[src/design/twt_consts.vh]
// Constants of the two-wire target control core: offsets, fields, reset values
`ifndef TWT_CONSTS_VH
`define TWT_CONSTS_VH

// ==========================================================================
// Register offsets (byte addresses on the plain register port)
`define TWT_OFS_TASKS   8'h00
`define TWT_OFS_ENABLE  8'h04
`define TWT_OFS_ADDRESS 8'h08
`define TWT_OFS_TXDATA  8'h0C
`define TWT_OFS_RXDATA  8'h10
`define TWT_OFS_STATUS  8'h14

// ==========================================================================
// Task register bit positions (write one to trigger)
`define TWT_TASK_ARM_TX   0
`define TWT_TASK_ARM_RX   1
`define TWT_TASK_HALT     2
`define TWT_TASK_UNARM_TX 3
`define TWT_TASK_UNARM_RX 4

// ==========================================================================
// Field positions
`define TWT_EN_BIT        0
`define TWT_ST_RXVAL_BIT  4
`define TWT_ST_NACK_BIT   5
`define TWT_ST_LOWPWR_BIT 6

// ==========================================================================
// Reset values
`define TWT_EN_RST    1'b0
`define TWT_ADDR_RST  7'h00
`define TWT_TXD_RST   8'h00
`define TWT_RDATA_RST 32'h0000_0000

`endif

[src/design/twt_pair_buf.v]
// Two-entry buffer with valid and ready on both sides
`timescale 1ns/1ps

module twt_pair_buf #(
  parameter W = 8
) (
  input  wire         mclk,
  input  wire         srst,
  input  wire         ce,
  input  wire         in_valid,
  input  wire [W-1:0] in_data,
  output wire         in_ready,
  output wire         out_valid,
  output wire [W-1:0] out_data,
  input  wire         out_ready
);

  reg [W-1:0] slot0_q;
  reg [W-1:0] slot1_q;
  reg [1:0]   cnt_q;

  // Head of the queue always sits in slot0, so the reader needs no mux
  wire push = in_valid & (cnt_q != 2'd2);
  wire pop  = out_ready & (cnt_q != 2'd0);

  assign in_ready  = (cnt_q != 2'd2);
  assign out_valid = (cnt_q != 2'd0);
  assign out_data  = slot0_q;

  // ==========================================================================
  // Storage and occupancy
  always @(posedge mclk) begin
    if (srst) begin
      slot0_q <= {W{1'b0}};
      slot1_q <= {W{1'b0}};
      cnt_q   <= 2'd0;
    end else if (ce) begin
      case ({push, pop})
        2'b10: begin
          if (cnt_q == 2'd0) begin
            slot0_q <= in_data;
          end else begin
            slot1_q <= in_data;
          end
          cnt_q <= cnt_q + 2'd1;
        end
        2'b01: begin
          slot0_q <= slot1_q;
          cnt_q   <= cnt_q - 2'd1;
        end
        2'b11: begin
          // Count unchanged; a full buffer cannot push, so cnt_q is 1 here
          slot0_q <= in_data;
        end
        default: begin
          cnt_q <= cnt_q;
        end
      endcase
    end
  end

endmodule // twt_pair_buf

[src/design/twt_target_ctrl.v]
// Two-wire target control core: line sampling, target state machine, registers
//
// Strobed register access and the register offsets are this design's own decisions.
`timescale 1ns/1ps
`include "twt_consts.vh"

// ==========================================================================
// Contract
// - Work with controller at 100 or 400 kHz
// - Arm-transmit task sets hidden transmit flag
// - Arm-receive task sets hidden receive flag
// - Unarm transmit clears flag until rearmed
// - Unarm receive clears flag until rearmed
// - Detect restart and stop as transitions
// - Tolerate controller holding clock low
// - Stay low power while not addressed; low_power is set only in ST_IDLE, so it drops during every address byte
// - Leave disabled only after software enables
// - Read enters transmit if armed, else stretch
// - Transmit entry raises event, clears armed flag
// - Restart during transmit returns to idle
// - Stop raises halted, clears flag, idles

module twt_target_ctrl (
  input  wire        mclk,
  input  wire        srst,
  input  wire        ce,
  input  wire [7:0]  reg_addr,
  input  wire [31:0] reg_wdata,
  input  wire        reg_wr,
  input  wire        reg_rd,
  output reg  [31:0] reg_rdata,
  input  wire        scl_i,
  output reg         scl_o,
  output reg         scl_oe,
  input  wire        sda_i,
  output reg         sda_o,
  output reg         sda_oe,
  output reg         transmit_began_event,
  output reg         receive_began_event,
  output reg         halted_event,
  output reg         low_power
);

  localparam ST_DIS  = 3'd0;
  localparam ST_IDLE = 3'd1;
  localparam ST_ADDR = 3'd2;
  localparam ST_WTX  = 3'd3;
  localparam ST_WRX  = 3'd4;
  localparam ST_TX   = 3'd5;
  localparam ST_RX   = 3'd6;

  // ==========================================================================
  // Line synchronisers and edge detection
  reg [1:0] scl_sy_q;
  reg [1:0] sda_sy_q;
  reg       scl_p_q;
  reg       sda_p_q;

  // Even at 400 kHz a clock half-period spans hundreds of mclk cycles, so the
  // two-stage delay costs no timing margin
  always @(posedge mclk) begin
    if (srst) begin
      scl_sy_q <= 2'b11;
      sda_sy_q <= 2'b11;
      scl_p_q  <= 1'b1;
      sda_p_q  <= 1'b1;
    end else if (ce) begin
      scl_sy_q <= {scl_sy_q[0], scl_i};
      sda_sy_q <= {sda_sy_q[0], sda_i};
      scl_p_q  <= scl_sy_q[1];
      sda_p_q  <= sda_sy_q[1];
    end
  end

  wire scl_s    = scl_sy_q[1];
  wire sda_s    = sda_sy_q[1];
  // Data moving while the clock stays high marks start or stop
  wire start_det = scl_s & scl_p_q & sda_p_q & ~sda_s;
  wire stop_det  = scl_s & scl_p_q & ~sda_p_q & sda_s;
  // Only edges advance the engine; a long low clock simply waits
  wire scl_rise  = scl_s & ~scl_p_q;
  wire scl_fall  = ~scl_s & scl_p_q;

  // ==========================================================================
  // Register decode
  wire wr_tasks  = reg_wr & (reg_addr == `TWT_OFS_TASKS);
  wire arm_tx    = wr_tasks & reg_wdata[`TWT_TASK_ARM_TX];
  wire arm_rx    = wr_tasks & reg_wdata[`TWT_TASK_ARM_RX];
  wire halt_task = wr_tasks & reg_wdata[`TWT_TASK_HALT];
  wire unarm_tx  = wr_tasks & reg_wdata[`TWT_TASK_UNARM_TX];
  wire unarm_rx  = wr_tasks & reg_wdata[`TWT_TASK_UNARM_RX];
  wire rd_rxdata = reg_rd & (reg_addr == `TWT_OFS_RXDATA);

  reg       enable_q;
  reg [6:0] own_addr_q;
  reg [7:0] txdata_q;

  // Software-written configuration
  always @(posedge mclk) begin
    if (srst) begin
      enable_q   <= `TWT_EN_RST;
      own_addr_q <= `TWT_ADDR_RST;
      txdata_q   <= `TWT_TXD_RST;
    end else if (ce && reg_wr) begin
      case (reg_addr)
        `TWT_OFS_ENABLE:  enable_q   <= reg_wdata[`TWT_EN_BIT];
        `TWT_OFS_ADDRESS: own_addr_q <= reg_wdata[6:0];
        `TWT_OFS_TXDATA:  txdata_q   <= reg_wdata[7:0];
        default:          enable_q   <= enable_q;
      endcase
    end
  end

  // ==========================================================================
  // Target state machine
  reg [2:0] state_q;
  reg [7:0] sh_q;
  reg [3:0] cnt_q;
  reg       ackph_q;
  reg       rw_q;
  reg       nack_q;
  reg       restart_q;
  reg       tx_armed_q;
  reg       rx_armed_q;

  wire       buf_in_ready;
  wire       buf_out_valid;
  wire [7:0] buf_out_data;

  // Received byte waits here with the clock held low until the buffer has room
  wire rx_full = (state_q == ST_RX) & (cnt_q == 4'd8) & ~ackph_q & ~scl_s;
  wire rx_push = rx_full & buf_in_ready;
  wire ours    = (state_q == ST_WTX) | (state_q == ST_WRX) | (state_q == ST_TX) | (state_q == ST_RX);

  always @(posedge mclk) begin
    if (srst) begin
      state_q              <= ST_DIS;
      sh_q                 <= 8'h00;
      cnt_q                <= 4'd0;
      ackph_q              <= 1'b0;
      rw_q                 <= 1'b0;
      nack_q               <= 1'b0;
      restart_q            <= 1'b0;
      tx_armed_q           <= 1'b0;
      rx_armed_q           <= 1'b0;
      scl_o                <= 1'b0;
      scl_oe               <= 1'b0;
      sda_o                <= 1'b0;
      sda_oe               <= 1'b0;
      transmit_began_event <= 1'b0;
      receive_began_event  <= 1'b0;
      halted_event         <= 1'b0;
      low_power            <= 1'b0;
    end else if (ce) begin
      transmit_began_event <= 1'b0;
      receive_began_event  <= 1'b0;
      halted_event         <= 1'b0;
      low_power            <= (state_q == ST_IDLE);
      if (unarm_tx) begin
        tx_armed_q <= 1'b0;
      end
      if (unarm_rx) begin
        rx_armed_q <= 1'b0;
      end
      if (!enable_q) begin
        state_q <= ST_DIS;
        scl_oe  <= 1'b0;
        sda_oe  <= 1'b0;
      end else if (halt_task && state_q != ST_DIS) begin
        state_q      <= ST_IDLE;
        halted_event <= 1'b1;
        tx_armed_q   <= 1'b0;
        rx_armed_q   <= 1'b0;
        scl_oe       <= 1'b0;
        sda_oe       <= 1'b0;
        restart_q    <= 1'b0;
      end else if (stop_det && state_q != ST_DIS) begin
        // Stop ends our transfer; a stop meant for another target is silent
        state_q <= ST_IDLE;
        scl_oe  <= 1'b0;
        sda_oe  <= 1'b0;
        restart_q <= 1'b0;
        if (ours) begin
          halted_event <= 1'b1;
          tx_armed_q   <= 1'b0;
          rx_armed_q   <= 1'b0;
        end
      end else if (start_det && state_q != ST_DIS) begin
        scl_oe  <= 1'b0;
        sda_oe  <= 1'b0;
        cnt_q   <= 4'd0;
        ackph_q <= 1'b0;
        if (state_q == ST_TX || state_q == ST_RX) begin
          // Restart drops back to idle; idle then takes the new address
          state_q   <= ST_IDLE;
          restart_q <= 1'b1;
        end else begin
          state_q <= ST_ADDR;
        end
      end else begin
        case (state_q)
          ST_DIS: begin
            if (enable_q) begin
              state_q <= ST_IDLE;
            end
          end
          ST_IDLE: begin
            // Nothing toggles here until a start or a pending restart
            if (restart_q) begin
              restart_q <= 1'b0;
              state_q   <= ST_ADDR;
            end
          end
          ST_ADDR: begin
            if (scl_rise && !ackph_q) begin
              sh_q  <= {sh_q[6:0], sda_s};
              cnt_q <= cnt_q + 4'd1;
            end else if (cnt_q == 4'd8 && !ackph_q && !scl_s) begin
              if (sh_q[7:1] == own_addr_q) begin
                sda_oe  <= 1'b1;
                ackph_q <= 1'b1;
                rw_q    <= sh_q[0];
              end else begin
                state_q <= ST_IDLE;
              end
            end else if (scl_fall && ackph_q) begin
              sda_oe  <= 1'b0;
              ackph_q <= 1'b0;
              cnt_q   <= 4'd0;
              nack_q  <= 1'b0;
              if (rw_q) begin
                if (tx_armed_q) begin
                  state_q              <= ST_TX;
                  transmit_began_event <= 1'b1;
                  tx_armed_q           <= 1'b0;
                  sh_q                 <= txdata_q;
                  sda_oe               <= ~txdata_q[7];
                end else begin
                  state_q <= ST_WTX;
                  scl_oe  <= 1'b1;
                end
              end else begin
                if (rx_armed_q) begin
                  state_q             <= ST_RX;
                  receive_began_event <= 1'b1;
                  rx_armed_q          <= 1'b0;
                end else begin
                  state_q <= ST_WRX;
                  scl_oe  <= 1'b1;
                end
              end
            end
          end
          ST_WTX: begin
            // Clock stays held low until software arms transmit
            if (tx_armed_q) begin
              state_q              <= ST_TX;
              transmit_began_event <= 1'b1;
              tx_armed_q           <= 1'b0;
              sh_q                 <= txdata_q;
              sda_oe               <= ~txdata_q[7];
              scl_oe               <= 1'b0;
            end
          end
          ST_WRX: begin
            if (rx_armed_q) begin
              state_q             <= ST_RX;
              receive_began_event <= 1'b1;
              rx_armed_q          <= 1'b0;
              scl_oe              <= 1'b0;
            end
          end
          ST_TX: begin
            if (scl_fall && !ackph_q && !nack_q) begin
              if (cnt_q == 4'd7) begin
                sda_oe  <= 1'b0;
                ackph_q <= 1'b1;
              end else begin
                sh_q   <= {sh_q[6:0], 1'b0};
                sda_oe <= ~sh_q[6];
                cnt_q  <= cnt_q + 4'd1;
              end
            end else if (scl_rise && ackph_q) begin
              nack_q <= sda_s;
            end else if (scl_fall && ackph_q) begin
              // After a NACK the line stays released until stop or restart
              ackph_q <= 1'b0;
              cnt_q   <= 4'd0;
              if (!nack_q) begin
                sh_q   <= txdata_q;
                sda_oe <= ~txdata_q[7];
              end
            end
          end
          ST_RX: begin
            if (scl_rise && !ackph_q) begin
              sh_q  <= {sh_q[6:0], sda_s};
              cnt_q <= cnt_q + 4'd1;
            end else if (rx_full) begin
              // Full buffer stretches the clock rather than dropping a byte
              scl_oe <= ~buf_in_ready;
              if (buf_in_ready) begin
                sda_oe  <= 1'b1;
                ackph_q <= 1'b1;
              end
            end else if (scl_fall && ackph_q) begin
              sda_oe  <= 1'b0;
              ackph_q <= 1'b0;
              cnt_q   <= 4'd0;
            end
          end
          default: begin
            state_q <= ST_DIS;
          end
        endcase
      end
      // Set wins over any clear in the same cycle
      if (arm_tx) begin
        tx_armed_q <= 1'b1;
      end
      if (arm_rx) begin
        rx_armed_q <= 1'b1;
      end
    end
  end

  // ==========================================================================
  // Receive buffer between the line engine and software
  twt_pair_buf #(
    .W (8)
  ) u_rx_buf (
    .mclk      (mclk),
    .srst      (srst),
    .ce        (ce),
    .in_valid  (rx_push),
    .in_data   (sh_q),
    .in_ready  (buf_in_ready),
    .out_valid (buf_out_valid),
    .out_data  (buf_out_data),
    .out_ready (rd_rxdata)
  );

  // ==========================================================================
  // Read data, one cycle after the strobe; armed flags are never readable
  always @(posedge mclk) begin
    if (srst) begin
      reg_rdata <= `TWT_RDATA_RST;
    end else if (ce) begin
      reg_rdata <= `TWT_RDATA_RST;
      if (reg_rd) begin
        case (reg_addr)
          `TWT_OFS_ENABLE:  reg_rdata <= {31'h0000_0000, enable_q};
          `TWT_OFS_ADDRESS: reg_rdata <= {25'h000_0000, own_addr_q};
          `TWT_OFS_TXDATA:  reg_rdata <= {24'h00_0000, txdata_q};
          `TWT_OFS_RXDATA:  reg_rdata <= {24'h00_0000, buf_out_data};
          `TWT_OFS_STATUS:  reg_rdata <= {25'h000_0000, low_power, nack_q, buf_out_valid, 1'b0, state_q};
          default:          reg_rdata <= `TWT_RDATA_RST;
        endcase
      end
    end
  end

endmodule // twt_target_ctrl

[config.mk]
export PLATFORM = sky130hd
export DESIGN_NAME = twt_target_ctrl
export DESIGN_NICKNAME = d
export VERILOG_FILES = /design/src/design/twt_pair_buf.v /design/src/design/twt_target_ctrl.v
export VERILOG_INCLUDE_DIRS = /design/src /design/src/design
export SDC_FILE = /design/constraint.sdc
export NUM_CORES = 1
export LEC_CHECK = 0
export ABC_AREA = 1
export BUFFER_PORTS_ARGS = -buffer_cell sky130_fd_sc_hd__buf_2
export CAP_MARGIN = 20
export CORE_MARGIN = 3
export CORE_UTILIZATION = 35
export CTS_CLUSTER_SIZE = 24
export DETAILED_ROUTE_END_ITERATION = 8
export MAX_ROUTING_LAYER = met4
export PLACE_DENSITY = 0.51
export SLEW_MARGIN = 20
export SYNTH_ARGS = -nofsm -noshare
export SYNTH_HDL_FRONTEND = slang
export SYNTH_HIERARCHICAL = 1
export SYNTH_SLANG_ARGS = --single-unit
[constraint.sdc]
create_clock -name mclk -period 2.2 [get_ports mclk]
set_input_delay 0.11 -clock mclk [delete_from_list [all_inputs] [get_ports mclk]]
set_output_delay 0.11 -clock mclk [all_outputs]
set_load 0.05 [all_outputs]
# Yosys cells after proc, flatten, opt, wreduce, memory -nomap -nowiden
# Cells that the tools add are included.
# word_totals
register_bits	99
input_bits	47
output_inout_bits	40
elab_cells	319
# classes
n_addsub	3
eq_ne	63
muxes	149
bitwise	36
n_reduce_logical	42
# ops
op	n
$mux W8	13
$mux W1	98
$ne A7 B7 Y1 const B	6
$pmux W8 S5	1
$mux W3	13
$mux W4	9
$reduce_and A11 Y1	3
$pmux W8 S4	1
$ne A6 B3 Y1 const B	4
$ne A6 B6 Y1 const B	4
$pmux W8 S3	1
$ne A3 B3 Y1 const B	7
$and A1 B1 Y1	20
$pmux W3 S6	1
$reduce_and A9 Y1	2
$eq A8 B4 Y1 const B	2
$eq A8 B5 Y1 const B	2
$ne A4 B4 Y1 const B	4
$ne A8 B1 Y1 const B	2
$ne A7 B3 Y1 const B	2
$reduce_and A14 Y1	1
$not A1 Y1	13
$ne A4 B3 Y1 const B	3
$pmux W4 S3	1
other kinds (41)	80

# Depth between registers and ports, before layout
# Gate-level depths: netlist (run 1).
# logic_depth
word_depth	15
mapped_depth	16

# By module
# Netlist (run 1), hierarchy kept.
# by_module_without_submodules
mod	instances	cells_per_inst	area_per_inst_um2	seq_area_each_um2
twt_target_ctrl	1	648	3947.5	1141.1
twt_pair_buf	1	158	1024.7	360.3

# Least setup slack after synthesis (run 1)
# OpenSTA, ideal clock, no wires.
# synth_timing
path_kind	flip-flop to flip-flop
start	register, netlist name cnt_q[0]
end	register u_rx_buf.slot0_q[7] (netlist: u_rx_buf/out_data[7])
setup_ps	110
arrival_time_ps	1881
slack_ps	209
stages_incl_launch_ff	17
n_path_buf	2
cell_sequence	dfxtp_1 -> inv_1 -> ha_1 -> nand2_1 -> nor2_2 -> inv_1 -> nor2_1 -> nand2_1 -> ha_1 -> buf_4 -> buf_6 -> nand2_1 -> inv_1 -> nor2_1 -> nand3_1 -> nand2_1 -> nor2_1
# synth_rtl
item	line	source
end signal: assignment	twt_pair_buf.v:34	slot0_q <= {W{1'b0}};
end signal: assignment	twt_pair_buf.v:41	slot0_q <= in_data;
end signal: assignment	twt_pair_buf.v:48	slot0_q <= slot1_q;
end: declaration	twt_pair_buf.v:18	reg [W-1:0] slot0_q;

==> impl_results.md, run 1 <==
* Yosys warns at 6
* Initial antenna violation count at 1
* FF+latch area at 1501 um2
* CP Launch Type: register
* Number of fill cells at ~1400
* Share of Yosys cell area claimed by the top area cell type at between 30% and 40%
* Commonest cells post-synth: nand2_1, inv_1, nor2_1
* Worst Hold Class: in -> reg
* Max-Cap Viols at 0
* Int Pwr at about 0.0025 W
* Least-Margin Pin Slew at 0.5866 ns
* Main synth FF type: dfxtp_1
* Status: completed
* DRT antenna net count at 0
* Worst Path Arrival at between 2 and 2.5 ns
* Setup Slack @ Placement at 0.1040 ns
* Crit path max fanout at 8
* Drt total wl at 16550 um
* Drt wl/cell at 15.61 um
* Sequential area share after synthesis at a little under a third
* Critical path required time at around 2.5 ns
* GRT overflow at 0
* Unrepaired setup endpoints after global routing: true
* Ports at 87
* Worst-skew pair later-pin latency at between 0.3 and 0.4 ns
* Vias in the first global route at 4987
* Mean Syn Cell Area at 6.169 um2
* Power Dens Cells at 577.8 nW/um2
* Footprint of the multi-input gates at between 2000 and 3000 um2
* Placed insts at ~1000
* DR iter-0 viols at 440
* VDD IR max at about 0.0005 V
* DPL Wire Length at roughly 13000 um
* Comb pwr share at 11.2%
* CTS Sinks at 75
* DR DRC count at 0
* Post-synth EDFFs at 0
* Final setup fails at 0
* H-tree depth at 3
* Crit path kind: reg -> reg
* Core area at 13560 um2
* Switching Share at 26.37%
* Clock skew at ~0.0032 ns
* Max Buffers Root-to-Sink at 2
* Cell area after synthesis at 4972 um2
* CTS buffer count at 9
* Max-slew headroom at between 60% and 70%
* Post-synth top area cell: dfxtp_1
* Die Width at 125.2 um
* Top-count cell post-synth: nand2_1
* Total GRT Usage at 21.57%
* Die Y at ~130 um
* Clock slew at reported path FFs at 0.06 ns
* Yosys reg bits at 75
* Lkg Pwr at 2.687 nW
* Largest net degree at the start of global routing at 35
* Sequential Power Share at 40.6%
* CTS tree: yes
* Die area at 15670 um2
* Routability Congestion at 0.9232
* CP endpoint kind: register
* Cell count after synthesis at 806
* Clock network fraction of total power at 48.2%
* Final hold vios at 0
* Vias at 5279
* FFs w/ async S/R, synth at 0%
* NumNets Final at ~930
* P&R area growth vs syn at 18.85%
* Clock root buffer: clkbuf_16
* Top cells by area, synth: dfxtp_1, nand2_1, inv_1, o21ai_0, nor2_1
* Max Fclk at 486.7 MHz
* Total iterations of the first detailed-routing run at 5
* Vias/cell at 4.980
* Share of cells above drive strength 1 at 15.86%
* Initial Utilization at 36.67%
* Setup ws final at 0.1453 ns
* Net Sw Power at 0.0009005 W
* Number of port buffers at 36
* Layout Cells excl Fill at 1060
* Final worst-path cycle share at 93.40%
* Row cnt at 42
* Library cells used by synthesis at 42
* First-pass GRT wire length at approximately 26000 um
* Fin crit period at 2.055 ns
* Slew Viols, Final at 0
stage by stage:
stage / instance area, um2 / hold slack [ns] / TNS (ns) / total power, W / util [%]
2_1_floorplan: 5066 / 0.1791 / 0 / 0.001714 / -
3_3_place_gp: 5527 / 0.3246 / 0 / 0.001792 / 40.76
3_5_place_dp: 5527 / 0.3260 / 0 / 0.001794 / 40.76
4_1_cts: 5876 / 0.03470 / 0 / 0.003452 / 43.34
5_1_grt: 5909 / 0.06301 / -0.01523 / 0.003550 / 43.59
6_report: 5909 / 0.04369 / 0 / 0.003415 / 43.59
critical path, cell delays in order, from the launching register on:
cell and delay, ns:
dfxtp_1 0.33, inv_1 0.21, nand2_1 0.09, nor2_1 0.20
nand2_1 0.26, nand3_1 0.18, nand3_2 0.10, nor3_4 0.34
nor2_1 0.08, a211oi_1 0.17
placed cells by master, fill, tap and decap left out, drive strengths merged, types with 12 or more instances in the layout:
cell    instances
a21oi          60
buf            81
clkbuf         12
conb           26
dfxtp          75
inv           112
nand2         215
nand3          48
nor2          105
o21ai          80
cell type report:
type	count	share of cell area (%)
inverters	114	7.284
flip-flops and latches	75	25.41
clock inverters	4	1.228
well taps	176	3.726
diodes	1	0.04235
clock buffers	12	4.340
repair buffers	83	9.803
multi-input cells	595	48.17
path summary, 6_finish.rpt:
path,from,end,slack [ns],cells past startpoint
setup / recovery,sda_sy_q[1],cnt_q[1],0.15,9
hold reg to reg,restart_q,restart_q,0.45,2
setup reg to reg,sda_sy_q[1],cnt_q[1],0.15,9
hold / removal,reg_wdata[6],own_addr_q[6],0.04,3
registers in the layout, summed over array words and instances (netlist names), 2 cells and up:
name and flops:
scl_sy_q 2, own_addr_q 7, u_rx_buf/slot1_q 8, sh_q 8, txdata_q 8, reg_rdata 8, state_q 3, u_rx_buf/out_data 8
cnt_q 4, u_rx_buf/cnt_q 2, sda_sy_q 2
power groups by stage:
stage / combinational, W / sequential, W / clock (W)
4_1_cts: 0.000381 / 0.00139 / 0.00168
3_3_place_gp: 0.000375 / 0.00142 / 0
5_1_grt: 0.000418 / 0.00139 / 0.00174
3_5_place_dp: 0.000377 / 0.00142 / 0
6_report: 0.000384 / 0.00139 / 0.00164
2_1_floorplan: 0.000291 / 0.00142 / 0
logic make-up (layout without fill, tap and decap cells):
| group | Yosys count | after routing | share of synthesized area [%] |
|---|---|---|---|
| and+or+nand+nor | 390 | 390 | 33.59 |
| AOI/OAI and AO/OA | 171 | 171 | 19.48 |
| buffers and inverters | 161 | 213 | 14.95 |
| DFF | 75 | 75 | 30.20 |
| adders and majority gates | 4 | 4 | 1.007 |
| xor gates and xnor gates | 4 | 4 | 0.7047 |
| other | 1 | 27 | 0.07542 |
repair_timing:
item / CTS / global route
buffers inserted: 0 / 0
hold buffers: 2 / 0
endpoints found under the setup margin: 0 / 20
hold endpoints to repair: 2 / 0
gates resized for setup: 0 / 11
per-layer routing:
| metal | vias up | track usage (%) | share of wire [%] |
|---|---|---|---|
| li1 | 2703 | - | - |
| met1 | 2440 | 25.75 | 44 |
| met2 | 120 | 36.89 | 50 |
| met3 | 16 | 4.819 | 4.8 |
| met4 | 0 | 5.548 | 1.4 |
| met5 | - | - | 0 |
No activity file was read; power rests on OpenSTA's default activity.
==> inputs of run 2 (changes only) <==
- ABC_AREA: 1 -> not set
- CORE_UTILIZATION: 35 -> 57
- PLACE_DENSITY: 0.51 -> 0.78
==> impl_results.md, run 2 <==
* Net Sw Power at 0.0008859 W
* Library cells used by synthesis at 80
* FFs w/ async S/R, synth at 0%
* Post-synth top area cell: dfxtp_1
* Worst Path Arrival at 2.43 ns
* Clock root buffer: clkbuf_8
* Comb pwr share at about an eighth
* Layout Cells excl Fill at 821
* Die Y at ~100 um
* Setup Slack @ Placement at -0.08287 ns
* Max-slew headroom at 54.80%
* Critical path required time at between 2 and 2.5 ns
* Yosys reg bits at 75
* Sequential area share after synthesis at 29.18%
* Yosys warns at 6
* Slew Viols, Final at 0
* Cell area after synthesis at 5146 um2
* Max-Cap Viols at 0
* Row cnt at 34
* CP endpoint kind: register
* Placed insts at 800
* Largest net degree at the start of global routing at 31
* P&R area growth vs syn at 17.34%
* Final worst-path cycle share at between 90% and 100%
* NumNets Final at 759
* N_diodes at 0
* Setup ws final at 0.02261 ns
* Crit path kind: reg -> reg
* Number of port buffers at 36
* FF-to-FF Start: cnt_q[1]
* Vias/cell at 6.374
* Cell count after synthesis at ~630
* Initial Utilization at around three fifths
* Top cells by area, synth: dfxtp_1, mux2i_1, nor2_1, buf_4, a21oi_1
* Commonest non-fill, non-tap cell in the layout: dfxtp_1
* Power Dens Cells at 461.9 nW/um2
* First-pass GRT wire length at 25270 um
* DPL Wire Length at 11810 um
* CTS buffer count at 9
* Core area at between 8000 and 9000 um2
* Finished Core Util at 68.90%
* Die Width at 101.0 um
* Ports at just under 90
* Vias in the first global route at 4951
* CP Launch Type: register
* Post-synth EDFFs at 0
* Routability Congestion at 1.027
* CTS tree: yes
* Clock network fraction of total power at 38.7%
* H-tree depth at 3
* Mean Syn Cell Area at 8.156 um2
* Top-count cell post-synth: dfxtp_1
* Lkg Pwr at ~2.4 nW
* Worst-skew pair later-pin latency at approximately 0.36 ns
* Clock skew at 0.01246 ns
* Crit path max fanout at 8
* Max Buffers Root-to-Sink at 2
* Final setup fails at 0
* Commonest cells post-synth: dfxtp_1, nor2_1, mux2i_1
* Die area at 10200 um2
* Total GRT Usage at 32.22%
* Max Fclk at 459.3 MHz
* Switching Share at 31.77%
* DRT antenna net count at 0
* Share of cells above drive strength 1 at 24.40%
* Final hold vios at 0
* Commonest cells after routing, fill and taps aside: dfxtp_1, nor2_1, buf_4
* Vias at 5233
* Share of Yosys cell area claimed by the top area cell type at 29.18%
* Main synth FF type: dfxtp_1
* CP Launch Point: cnt_q[1]
* Least-Margin Pin Slew at 0.6780 ns
* Int Pwr at 0.001903 W
* Total iterations of the first detailed-routing run at 7
* Status: completed
* Initial antenna violation count at 0
* DR DRC count at 0
* Drt total wl at 15940 um
* Drt wl/cell at 19.41 um
* VDD IR max at 0.0004077 V
* GRT overflow at 0
* Clock slew at reported path FFs at 0.10 ns
* Sequential Power Share at 49.5%
* Worst Hold Class: in -> reg
* Hold Path Origin: reg_rd
* Total power at 0.002789 W
* DR iter-0 viols at 422
* CTS Sinks at 75
* Unrepaired setup endpoints after global routing: true
* Fin crit period at between 2 and 2.5 ns
## run 2: what timing repair did
item	in CTS	in global routing
setup endpoints to repair	18	32
hold buffers	5	0
resized for setup	9	15
buffers inserted	0	0
pin swaps	4	7
endpoints found under the hold margin	7	0
## run 2: path summary, 6_finish.rpt
path | end | cells past startpoint | slack (ns)
setup / recovery | u_rx_buf/out_data[1] | 12 | 0.02
hold / removal | reg_rdata[7] | 3 | 0.04
setup reg to reg | u_rx_buf/out_data[1] | 12 | 0.02
hold reg to reg | receive_began_event | 2 | 0.46
## run 2: kinds of logic after synthesis
kind of cell / after synthesis / synth area share, %
muxes: 49 / 9.676
other: 1 / 0.07287
adders and majority gates: 4 / 0.9726
xor gates and xnor gates: 10 / 1.702
buffers and inverters: 86 / 9.457
AOI/OAI and AO/OA: 163 / 23.71
DFF: 75 / 29.18
and+or+nand+nor: 243 / 25.24
## run 2: through the flow
stage               area (um2)  TNS (ns)  hold WS, ns
floorplan                 5260         0       0.2324
global placement          5702         0       0.3162
detailed placement        5702   -0.5375       0.3237
CTS                       5981  -0.05591      0.02813
global route              6038   -0.4072      0.02763
finish                    6038         0      0.04278
## run 2: critical path, stage by stage (launching register included)
cell and delay (ns):
dfxtp_2 0.33, inv_2 0.06, ha_4 0.15, nand4bb_4 0.12, or2_4 0.29, nor3_4 0.12
and2_4 0.17, inv_2 0.04, ha_4 0.17, buf_12 0.14, mux2i_1 0.14, nand2_1 0.09
o221a_1 0.25
## run 2: layer usage
metal  up-vias  routed length (um)  track usage, %
li1       2413                   -               -
met1      2450                6765           42.09
met2       305                7155           49.42
met3        65                1400           5.052
met4         0                 613           13.91
met5         -                   0               -
## run 2: area by class of cell
cell class	count	area, um2
sequential	75	1509
clock inverter	7	72.57
multi-input combinational	495	3348
tap	108	135.1
clock buffer	9	123.9
timing repair buffer	110	785.8
fill	713	2725
inverter	17	63.81
## run 2: power by group through the flow
stage          combinational, W  sequential [W]  clock, W
6_report               0.000329         0.00138   0.00108
3_5_place_dp           0.000311         0.00141         0
3_3_place_gp           0.000305         0.00141         0
5_1_grt                0.000351         0.00138   0.00115
2_1_floorplan          0.000266         0.00140         0
4_1_cts                0.000320         0.00138   0.00108
==> inputs of run 3 (changes only) <==
- CORE_ASPECT_RATIO: not set -> 0.8
- CTS_CLUSTER_DIAMETER: not set -> 60
==> impl_results.md, run 3 (same netlist as run 2, synthesis figures left out) <==
* Number of fill cells at 654
* Max-Cap Viols at 0
* Crit path largest cell delay at 0.33 ns
* Worst path slowest cell: dfxtp_2
* Worst Hold Depth at 3
* Setup ws final at 0.02113 ns
* WHS Endpoint: txdata_q[7]
* Routability Congestion at 1.010
* NumNets Final at 761
* Vias in the first global route at 4814
* DRT antenna net count at 0
* Die area at 10210 um2
* Met2 Resource Use GR at 46.43%
* Total iterations of the first detailed-routing run at 5
* Vias at 5251
* R2R cell count at 11
* Status: completed
* Met3 Track Usage GR at 7.528%
* Hold Path Origin: reg_wdata[7]
* Crit path kind: reg -> reg
* Setup Slack @ Placement at -0.03119 ns
* Drt total wl at between 15000 and 20000 um
* CP Launch Type: register
* Largest net degree at the start of global routing at 29
* Die Y at 90.99 um
* First-pass GRT wire length at 25540 um
* CTS tree: yes
* Total GRT Usage at a little under a third
* FF+latch area at 1509 um2
* Vias/cell at between 6 and 7
* P&R area growth vs syn at 19.23%
* Final worst-path cycle share at between 90% and 100%
* Final hold vios at 0
* VDD IR max at 0.0004503 V
* R2R setup slack at 0.02 ns
* DR iter-0 viols at 574
* CTS Sinks at 75
* Max Fclk at 459.0 MHz
* Row cnt at 30
* Least-Margin Pin Slew at 0.5876 ns
* Fin crit period at around 2.2 ns
* Clock skew at slightly below 0.006 ns
* Core area at 8633 um2
* Worst Hold Class: in -> reg
* Lkg Pwr at 2.500 nW
* GRT overflow at 0
* Slew Viols, Final at 0
* H-tree depth at 3
* Global routing's busiest layer: met2
* Finished Core Util at 71.07%
* CP endpoint kind: register
* Final setup fails at 0
* Worst Path Arrival at 2.38 ns
* Clock root buffer: clkbuf_16
* Ports at 87
* Die Width at ~110 um
* Critical path required time at ~2.4 ns
* Setup_tns at 0 ns
* Clock slew at reported path FFs at 0.06 ns
* Placed insts at 805
* CTS buffer count at 9
* CP Launch Point: cnt_q[1]
* Drt wl/cell at ~20 um
* Crit path max fanout at 8
* Share of cells above drive strength 1 at 24.48%
* Worst R2R End: u_rx_buf/slot1_q[7]
* Max-slew headroom at 60.83%
* Initial antenna violation count at 0
* Number of port buffers at 36
* DR DRC count at 0
* Max Buffers Root-to-Sink at 2
* DPL Wire Length at 11970 um
* N_diodes at 0
* Commonest non-fill, non-tap cell in the layout: dfxtp_1
* Layout Cells excl Fill at 827
* Power Dens Cells at 511.3 nW/um2
* M1 GR Usage at 44.52%
* Commonest cells after routing, fill and taps aside: dfxtp_1, nor2_1, buf_4
* FF-to-FF Start: cnt_q[1]
* Cell Chain, Critical Path: inv_2 > ha_4 > nand4bb_1 > or2_4 > nor3_4 > and2_4 > buf_4 > ha_2 > o211ai_4 > mux2i_1 > nor2_1
* Unrepaired setup endpoints after global routing: true
* Worst-skew pair later-pin latency at 0.34 ns
* Initial Utilization at about three fifths
* Footprint of the multi-input gates at between 3000 and 4000 um2
==> run 3: stage by stage <==
step,area [um2],power [W],hold slack [ns]
3_5_place_dp,5739,0.001719,0.3324
6_report,6136,0.003137,0.01463
4_1_cts,6046,0.003147,0.002598
5_1_grt,6136,0.003220,0.01491
3_3_place_gp,5739,0.001716,0.3169
2_1_floorplan,5260,0.001667,0.2324
==> run 3: layout make-up <==
cell class | count | share of cell area [%]
clock buffers | 9 | 3.670
multi-input cells | 495 | 54.10
well taps | 112 | 2.284
clock inverters | 7 | 0.9992
repair buffers | 112 | 13.27
flip-flops and latches | 75 | 24.59
inverters | 17 | 1.081
==> run 3: worst max-delay path by stage <==
stage | end | slack (ns) | cells past startpoint
4_1_cts | u_rx_buf/out_data[1] | 0.002 | 11
6_report | u_rx_buf/slot1_q[7] | 0.02 | 11
3_3_place_gp | u_rx_buf/cnt_q[1] | 0.009 | 12
5_1_grt | u_rx_buf/slot1_q[7] | -0.09 | 11
3_5_place_dp | u_rx_buf/cnt_q[1] | -0.03 | 12
2_1_floorplan | u_rx_buf/cnt_q[1] | 0.007 | 12
==> run 3: report_power, final <==
group | internal, W | switching (W)
Sequential | 0.00137 | 0.00000866
Combinational | 0.0000944 | 0.000238
Clock | 0.000785 | 0.000645
Total | 0.00225 | 0.000892
==> run 3: what timing repair did <==
action / in CTS / in global routing
gates resized for setup: 4 / 22
buffers inserted: 1 / 3
pin swaps: 3 / 9
setup endpoints to repair: 8 / 31
hold buffers: 2 / 0
hold endpoints to repair: 2 / 0
cloned: 0 / 1
==> run 3: critical path, delay by kind of cell (launching register included) <==
kind	cells	cell delay [ns]
compound gates	1	0.15
fa+ha+maj	2	0.29
buf+inv	2	0.17
flops	1	0.33
mux	1	0.26
simple gates	5	0.82
==> run 3: metal layers <==
| layer | part of all wire [%] | up-vias |
|---|---|---|
| met5 | 0 | - |
| met4 | 2.3 | 0 |
| li1 | - | 2419 |
| met2 | 43 | 337 |
| met1 | 43 | 2451 |
| met3 | 12 | 44 |
